[config.mk]
export PLATFORM = sky130hd
export DESIGN_NAME = mcp_control_port
export DESIGN_NICKNAME = d
export VERILOG_FILES = /design/src/core/mcp_pkg.sv /design/src/core/mcp_sync2.sv /design/src/core/mcp_control_port.sv
export SDC_FILE = /design/constraint.sdc
export NUM_CORES = 1
export LEC_CHECK = 0
export ABC_AREA = 1
export BUFFER_PORTS_ARGS = -buffer_cell sky130_fd_sc_hd__buf_2
export CORE_ASPECT_RATIO = 0.7
export CORE_MARGIN = 8
export CORE_UTILIZATION = 46
export CTS_CLUSTER_DIAMETER = 100
export CTS_CLUSTER_SIZE = 28
export DETAILED_ROUTE_END_ITERATION = 8
export PLACE_DENSITY = 0.74
export SLEW_MARGIN = 10
export SYNTH_ARGS = -nofsm -noshare
export SYNTH_HDL_FRONTEND = slang
export SYNTH_SLANG_ARGS = --single-unit
[constraint.sdc]
create_clock -name core_clk -period 2.4 [get_ports core_clk]
set_input_delay 0.12 -clock core_clk [delete_from_list [all_inputs] [get_ports core_clk]]
set_output_delay 0.12 -clock core_clk [all_outputs]
set_load 0.01 [all_outputs]
[src/core/mcp_pkg.sv]
// constants for the host control input and first port block
// assumes one clock domain, core_clk at 125 MHz
package mcp_pkg;
    localparam int PORT_W = 8;
    // first control input roles
    typedef enum logic [1:0] {
        MCP_C1_READ_LOW   = 2'b00,
        MCP_C1_PHASE_CLK  = 2'b01,
        MCP_C1_STROBE_LOW = 2'b10,
        MCP_C1_FETCH_LOW  = 2'b11
    } mcp_c1_mode_e;
    // second control input roles
    typedef enum logic [0:0] {
        MCP_C2_FETCH   = 1'b0,
        MCP_C2_GENERIC = 1'b1
    } mcp_c2_mode_e;
    // per-pin function of the first port
    localparam logic [1:0] PIN_HOST_OUT  = 2'h0;
    localparam logic [1:0] PIN_HOST_IN   = 2'h1;
    localparam logic [1:0] PIN_MACROCELL = 2'h2;
    localparam logic [1:0] PIN_LOGIC_IN  = 2'h3;
    localparam logic [1:0] PIN_FUNC_RST  = PIN_HOST_IN;
    localparam logic [7:0] PORT_DATA_RST = 8'h00;
    // flash run states
    typedef enum logic [1:0] {
        MCP_FL_IDLE  = 2'b00,
        MCP_FL_BUSY  = 2'b01,
        MCP_FL_ABORT = 2'b10
    } mcp_flash_e;
endpackage : mcp_pkg

[src/core/mcp_sync2.sv]
// two-stage synchroniser for a bus of pin inputs
// assumes inputs are asynchronous to core_clk
`timescale 1ns/10ps
module mcp_sync2 #(
    parameter int W = 1
) (
    // clock
    input  wire logic         core_clk,
    // data
    input  wire logic [W-1:0] din,
    output logic      [W-1:0] dout
);
    logic [W-1:0] stage_one;

    always_ff @(posedge core_clk) begin
        stage_one <= din;
        dout      <= stage_one;
    end
endmodule : mcp_sync2

[src/core/mcp_control_port.sv]
// host control inputs, reset handling and first port function select
// assumes host pins are asynchronous; config and flash come from core logic
// Behaviour
// - first control input serves as read strobe, phase clock or data strobe
// - fetch select routed to first input acts as active-low read
// - second control input accepts a code-only fetch select
// - without fetch select the second input is a general logic input
// - both control inputs feed the logic arrays as equation terms
// - reset clears port data and pin outputs and loads the default config
// - reset aborts a flash program or erase in progress
// - each first-port pin can be a host output or input bit
// - each pin can be driven by its macrocell or feed the logic arrays
`timescale 1ns/10ps
module mcp_control_port (
    // clock and reset
    input  wire logic                    core_clk,
    input  wire logic                    rst_n,
    // host control pins
    input  wire logic                    bus_control_input_one,
    input  wire logic                    bus_control_input_two,
    // stored configuration
    input  wire logic [1:0]              cfg_c1_mode,
    input  wire logic                    cfg_c2_mode,
    input  wire logic [15:0]             cfg_pin_func,
    // host port access
    input  wire logic                    host_port_wr,
    input  wire logic [7:0]              host_port_wdata,
    // macrocells
    input  wire logic [7:0]              first_port_macrocells,
    // flash engine
    input  wire logic                    flash_start,
    input  wire logic                    flash_done,
    // first port pins
    input  wire logic [7:0]              first_port_pins_in,
    output logic      [7:0]              first_port_pins_out,
    output logic      [7:0]              first_port_pins_oe,
    // results
    output logic      [7:0]              host_port_rdata,
    output logic      [7:0]              logic_array_port_in,
    output logic                         read_low,
    output logic                         phase_clk,
    output logic                         data_strobe_low,
    output logic                         program_fetch_select,
    output logic                         generic_input,
    output logic                         logic_term_one,
    output logic                         logic_term_two,
    output logic                         flash_busy,
    output logic                         flash_aborted
);
    logic [1:0]                 ctl_sync;
    logic [7:0]                 pin_sync;
    logic [7:0]                 port_data;
    logic [15:0]                pin_func;
    logic                       cfg_loaded;
    mcp_pkg::mcp_c1_mode_e      c1_mode;
    mcp_pkg::mcp_c2_mode_e      c2_mode;
    mcp_pkg::mcp_flash_e        fl_state;
    mcp_pkg::mcp_flash_e        next_fl_state;

    mcp_sync2 #(.W(10)) u_sync (
        .core_clk (core_clk),
        .din      ({first_port_pins_in, bus_control_input_two, bus_control_input_one}),
        .dout     ({pin_sync, ctl_sync})
    );

    // config latched one cycle after release so reset cannot be bypassed
    always_ff @(posedge core_clk) begin
        if (!rst_n) begin
            cfg_loaded <= 1'b0;
            c1_mode    <= mcp_pkg::MCP_C1_READ_LOW;
            c2_mode    <= mcp_pkg::MCP_C2_FETCH;
            pin_func   <= {mcp_pkg::PORT_W{mcp_pkg::PIN_FUNC_RST}};
        end else if (!cfg_loaded) begin
            cfg_loaded <= 1'b1;
            c1_mode    <= mcp_pkg::mcp_c1_mode_e'(cfg_c1_mode);
            c2_mode    <= mcp_pkg::mcp_c2_mode_e'(cfg_c2_mode);
            pin_func   <= cfg_pin_func;
        end
    end

    // first control input decode
    always_ff @(posedge core_clk) begin
        if (!rst_n) begin
            read_low        <= 1'b1;
            phase_clk       <= 1'b0;
            data_strobe_low <= 1'b1;
        end else begin
            read_low        <= 1'b1;
            phase_clk       <= 1'b0;
            data_strobe_low <= 1'b1;
            case (c1_mode)
                mcp_pkg::MCP_C1_READ_LOW:   read_low        <= ctl_sync[0];
                mcp_pkg::MCP_C1_PHASE_CLK:  phase_clk       <= ctl_sync[0];
                mcp_pkg::MCP_C1_STROBE_LOW: data_strobe_low <= ctl_sync[0];
                mcp_pkg::MCP_C1_FETCH_LOW:  read_low        <= ctl_sync[0];
                default:                    read_low        <= 1'b1;
            endcase
        end
    end

    // second control input decode and logic array terms
    always_ff @(posedge core_clk) begin
        if (!rst_n) begin
            program_fetch_select <= 1'b1;
            generic_input        <= 1'b0;
            logic_term_one       <= 1'b0;
            logic_term_two       <= 1'b0;
        end else begin
            logic_term_one <= ctl_sync[0];
            logic_term_two <= ctl_sync[1];
            if (c2_mode == mcp_pkg::MCP_C2_FETCH) begin
                program_fetch_select <= ctl_sync[1];
                generic_input        <= 1'b0;
            end else begin
                program_fetch_select <= 1'b1;
                generic_input        <= ctl_sync[1];
            end
        end
    end

    // host port data latch
    always_ff @(posedge core_clk) begin
        if (!rst_n) begin
            port_data <= mcp_pkg::PORT_DATA_RST;
        end else if (host_port_wr) begin
            port_data <= host_port_wdata;
        end
    end

    // per-pin function mux; pins stay released until config is applied
    genvar gi;
    generate
        for (gi = 0; gi < mcp_pkg::PORT_W; gi++) begin : g_pin
            logic [1:0] func;
            assign func = pin_func[2*gi +: 2];
            always_ff @(posedge core_clk) begin
                if (!rst_n) begin
                    first_port_pins_out[gi] <= 1'b0;
                    first_port_pins_oe[gi]  <= 1'b0;
                    host_port_rdata[gi]     <= 1'b0;
                    logic_array_port_in[gi] <= 1'b0;
                end else begin
                    first_port_pins_out[gi] <= 1'b0;
                    first_port_pins_oe[gi]  <= 1'b0;
                    host_port_rdata[gi]     <= 1'b0;
                    logic_array_port_in[gi] <= 1'b0;
                    case (func)
                        mcp_pkg::PIN_HOST_OUT: begin
                            first_port_pins_out[gi] <= port_data[gi];
                            first_port_pins_oe[gi]  <= cfg_loaded;
                            host_port_rdata[gi]     <= port_data[gi];
                        end
                        mcp_pkg::PIN_HOST_IN: begin
                            host_port_rdata[gi]     <= pin_sync[gi];
                        end
                        mcp_pkg::PIN_MACROCELL: begin
                            first_port_pins_out[gi] <= first_port_macrocells[gi];
                            first_port_pins_oe[gi]  <= cfg_loaded;
                        end
                        mcp_pkg::PIN_LOGIC_IN: begin
                            logic_array_port_in[gi] <= pin_sync[gi];
                        end
                        default: first_port_pins_oe[gi] <= 1'b0;
                    endcase
                end
            end
        end
    endgenerate

    // flash cycle tracking; an abort stays visible until the next start
    always_comb begin
        next_fl_state = fl_state;
        case (fl_state)
            mcp_pkg::MCP_FL_IDLE: begin
                if (flash_start) begin
                    next_fl_state = mcp_pkg::MCP_FL_BUSY;
                end
            end
            mcp_pkg::MCP_FL_BUSY: begin
                if (flash_done) begin
                    next_fl_state = mcp_pkg::MCP_FL_IDLE;
                end
            end
            mcp_pkg::MCP_FL_ABORT: begin
                if (flash_start) begin
                    next_fl_state = mcp_pkg::MCP_FL_BUSY;
                end
            end
            default: next_fl_state = mcp_pkg::MCP_FL_IDLE;
        endcase
    end

    always_ff @(posedge core_clk) begin
        if (!rst_n) begin
            // a long reset must not turn an abort back into idle
            if (fl_state != mcp_pkg::MCP_FL_IDLE) begin
                fl_state <= mcp_pkg::MCP_FL_ABORT;
            end else begin
                fl_state <= mcp_pkg::MCP_FL_IDLE;
            end
        end else begin
            fl_state <= next_fl_state;
        end
    end

    // flags cleared in reset; the abort shows once reset lets go
    always_ff @(posedge core_clk) begin
        if (!rst_n) begin
            flash_busy <= 1'b0;
        end else begin
            flash_busy <= (fl_state == mcp_pkg::MCP_FL_BUSY);
        end
    end

    always_ff @(posedge core_clk) begin
        if (!rst_n) begin
            flash_aborted <= 1'b0;
        end else begin
            flash_aborted <= (fl_state == mcp_pkg::MCP_FL_ABORT);
        end
    end
endmodule : mcp_control_port

# Word level (Yosys, flattened, before mapping)
# Cells that the tools add are included.
# W data, S select, Z words.
# word_totals
register_bits,91
word_cells,146
# op_classes
n_reduce_logical,43
n_eq_ne,31
bitwise,1
muxes,22
# ops
operator,n
$reduce_and A2 Y1,21
$eq A2 B2 Y1 const B,19
$pmux W1 S2,16
$reduce_or A2 Y1,11
$eq A2 B1 Y1 const B,10
$logic_not A2 Y1,10
$mux W2,4
$pmux W2 S2,1
$ne A3 B2 Y1 const B,1
$ne A3 B3 Y1 const B,1
$reduce_bool A2 Y1,1
$mux W1,1
$not A1 Y1,1

# Depth between registers and ports, before layout
# logic_depth
depth_word,4
ltp_mapped,4
depth_no_buf,4

# Cells and area by module
# From an unflattened synthesis, not the netlist that was laid out.
# hier_totals
cells_unflattened,271
area_unflattened_um2,2693.8
# modules_own_cells
module,seq_area_each_um2,cells_each,instances,area_each_um2
mcp_control_port,1441.4,251,1,2293.4
mcp_sync2,400.4,20,1,400.4

# Worst setup path after synthesis
# OpenSTA, ideal clock, no wires.
# synth_timing
path_kind,reg-to-reg
startpoint,register fl_state[0]
endpoint,register fl_state[0] (enable)
setup_time_ps,309
required_ps,2091
setup_slack_ps,1419
arrival_ps,672
synth_period_minus_slack_ps,981
path_stages_with_launch,4
path_cell_list,edfxtp_1 nand2_1 nor3_1 nor2_1
# synth_via
elab_chain_len,4
elab_cells_between_ends,7
# synth_lines
element,line_no,rtl
start: declaration,mcp_control_port.sv:57,mcp_pkg::mcp_flash_e fl_state;
start signal: assignment,mcp_control_port.sv:197,fl_state <= mcp_pkg::MCP_FL_ABORT;
start signal: assignment,mcp_control_port.sv:199,fl_state <= mcp_pkg::MCP_FL_IDLE;
start signal: assignment,mcp_control_port.sv:202,fl_state <= next_fl_state;
$eq A2 B2 Y1 or $logic_not A2 Y1 (tied branches),mcp_control_port.sv:173,case (fl_state)
$reduce_or A2 Y1 (no line),-,
$ne A3 B2 Y1 (no line),-,
$reduce_and A2 Y1 (no line) *,-,
# Mark *: on every way between the ends. The rest lies on a longest branch, timed or not.
# A chain may end at the register's enable or synchronous reset.

# Worst setup path in the final report
# layout_timing
startpoint,input rst_n
endpoint,register fl_state[1] (enable)
# layout_via
elab_chain_len,2
elab_cells_between_ends,3
# layout_lines
element,line_no,rtl
start: declaration,mcp_control_port.sv:17,"input wire logic rst_n,"
$ne A3 B3 Y1 (no line) or $ne A3 B2 Y1 (tied branches),-,
$reduce_and A2 Y1 (no line) *,-,
# Marked as above.

==> impl_metrics.toml <==
[final_layout]
seq_area_mm2 = 0.00184
finalNetCount = 444
n_antenna_cell = 0
syn_to_final_growth_pct = 35.1
multi_input_area_um2 = 684
drive_above_1_share_pct = 27.5
fill_cells = 482

[die]
die_w_um = 108
initial_core_util_pct = 47.3
ios = 91
die_h_um = 80.1
core-area_mm2 = 0.00570
dieArea_mm2 = 0.00861
num_rows = 23

[route]
ant_nets = 0
wl_per_cell_um = 14.0
drt_iter0_drc = 83
drcViolationCount = 0
vias = 2223
drt_first_pass_iters = 5
routed_wl_mm = 6.60
avgViaCountPerCell = 4.71

[logic_synthesis]
syn_inst = 272
yosys-top-cells-area = "dfxtp_1 (66%), nor2_1 (7.0%), nand3_1 (6.1%)"
synth.largest_area_cell = "dfxtp_1"
synth_area_mm2 = 0.00270
ys_seq_area_share_pct = 68.3
yosys_register_bits = 91
avgSynthCellArea_um2 = 9.92
synth_top_area_share_pct = 66.0
syn_nets = 324
ys_warn_count = 0
ys_types = 19

[timing]
rsz0062_at_grt = "false"
setup-tns-final_ps = 0
maxSlewViolCount = 0
hold_viol_final = 0
fmax_ghz = 0.726
setup_viol = 0
fin_crit_sh_pct = 57.4
finalClockSkew_ps = 10.1
worst_slew_pin_slew_ps = 435
maxSlewHeadroom_pct = 71.0
period_minus_slack_ps = 1380

[clock_network]
cts_resized = 0
cts_tree = "built"
clock_latency_ps = 350
cts_buffers = 9
cts_buffer_depth = 2
cts.sink_count = 91
cts_root_buf = "clkbuf_8"
ctsHtreeMaxLevel = 3
clk_pin_slew_ps = 80

[worst_setup_path]
startpoint = "rst_n"
crit_path_max_fanout = 25
arrival_ps = 1500
cp-start-kind = "input pin"
crit_path_end_kind = "flop"
crit_required_ps = 2520
critPathKind = "in -> reg"
reg2reg_from = "cfg_loaded"

[pwr]
power_density_mw_per_mm2 = 817
power.leakage_nw = 1.75
irDropWorstVdd_mv = 0.434
power_w = 0.00298

[placement]
dp_hpwl_mm = 4.59
gp_congestion = 0.808
port_buffers = 90

[grt]
grt_overflow = 0
grt_usage_pct = 15.3
grt_max_degree = 26
first_global_vias = 2236
grt_pass1_wl_mm = 10.3
antenna_found_initial = 0

[hold_path]
holdCritStartpoint = "cfg_pin_func[8]"
hold_class = "in -> reg"

[outcome]
status = "finished, final reports clean"

[run]
drv_cap = 0
## worst max-delay path, stage by stage
cell and delay [ps]:
dlygate4sd3_1 520, buf_2 190, buf_4 300, nand2_1 120, nor3_1 160, nor2_1 90
## path summary, 6_finish.rpt
kind                            slack, ps  depth (start not counted)              to
worst max-delay path                 1020                          6     fl_state[1]
worst min-delay path                   10                          3     pin_func[8]
worst max register to register       1240                          4     pin_func[2]
worst min register to register        330                          0  u_sync.dout[0]
## where the power goes
| group | switching (W) | internal (W) |
|---|---|---|
| clock | 0.000493 | 0.000616 |
| combinational | 0.000122 | 0.000110 |
| sequential | 0.0000407 | 0.00160 |
## sequential cells by signal (all words and copies together), names as in the netlist, 2 cells and up
signal	flops
u_sync.dout	10
c1_mode	2
first_port_pins_oe	8
fl_state	2
u_sync.stage_one	10
host_port_rdata	8
logic_array_port_in	8
first_port_pins_out	8
pin_func	16
port_data	8
## cell type report
cell class	count	area share, %
clock buffers	12	3.98
clock inverters	4	2.03
repair buffers	116	19.4
flip-flops and latches	91	50.5
inverters	26	2.68
well taps	75	2.57
multi-input cells	148	18.8
## cell families (layout without fill, tap and decap cells)
kind of cell | Yosys count | after routing | share of synthesized area, %
AND/OR/NAND/NOR | 111 | 111 | 17.8
adder cells (fa/ha/maj) | 2 | 2 | 0.927
AO/OA/AOI/OAI | 35 | 35 | 6.63
buffers and inverters | 33 | 158 | 6.35
flip-flops | 91 | 91 | 68.3
## cell usage in the layout, fill, tap and decap left out, types with 9 or more instances in the layout
cell type / Yosys / routed
buf_2: 2 / 90
dfxtp_1: 89 / 89
nor2_1: 50 / 50
nand3_1: 33 / 33
inv_1: 25 / 25
dlygate4sd3_1: 0 / 25
o21ai_1: 17 / 17
a21oi_1: 16 / 16
nand2_1: 15 / 15
clkbuf_8: 0 / 10
nor3_1: 9 / 9
## per-layer routing
metal | GRT usage (%) | up-vias | routed length (um)
li1 | - | 1120 | -
met1 | 17.5 | 1005 | 2890
met2 | 24.7 | 89 | 2940
met3 | 8.31 | 9 | 696
met4 | 3.72 | 0 | 72
met5 | 0 | - | 0
## through the flow
step | instance area (um2) | setup slack (ps) | utilization, % | hold slack (ps) | std cells
2_1_floorplan | 2700 | 1420 | - | 148 | 272
3_3_place_gp | 3180 | 1250 | 55.7 | 223 | 431
3_5_place_dp | 3180 | 1200 | 55.7 | 224 | 431
4_1_cts | 3640 | 1040 | 64.0 | 0.212 | 472
5_1_grt | 3640 | 885 | 64.0 | 6.63 | 472
6_report | 3640 | 1020 | 64.0 | 10.6 | 472
## Yosys cell counts
cell type and count:
buf_6 3, nand2_2 2, ha_1 2, nand2_1 15
nand3_1 33, buf_8 2, nor3_1 9, inv_1 25
o21ai_2 1, o21ai_1 17, nor2_1 50, inv_2 1
edfxtp_1 2, o21ai_0 1, nand4_1 1, dfxtp_1 89
nor3b_1 1, a21oi_1 16, buf_2 2
## what timing repair did
item / 4_1_cts / 5_1_grt
setup buffers: 0 / 0
hold buffers: 25 / 0
hold endpoints to repair: 25 / 0
setup endpoints to repair: 0 / 0
No activity file was read; power rests on OpenSTA's default activity.
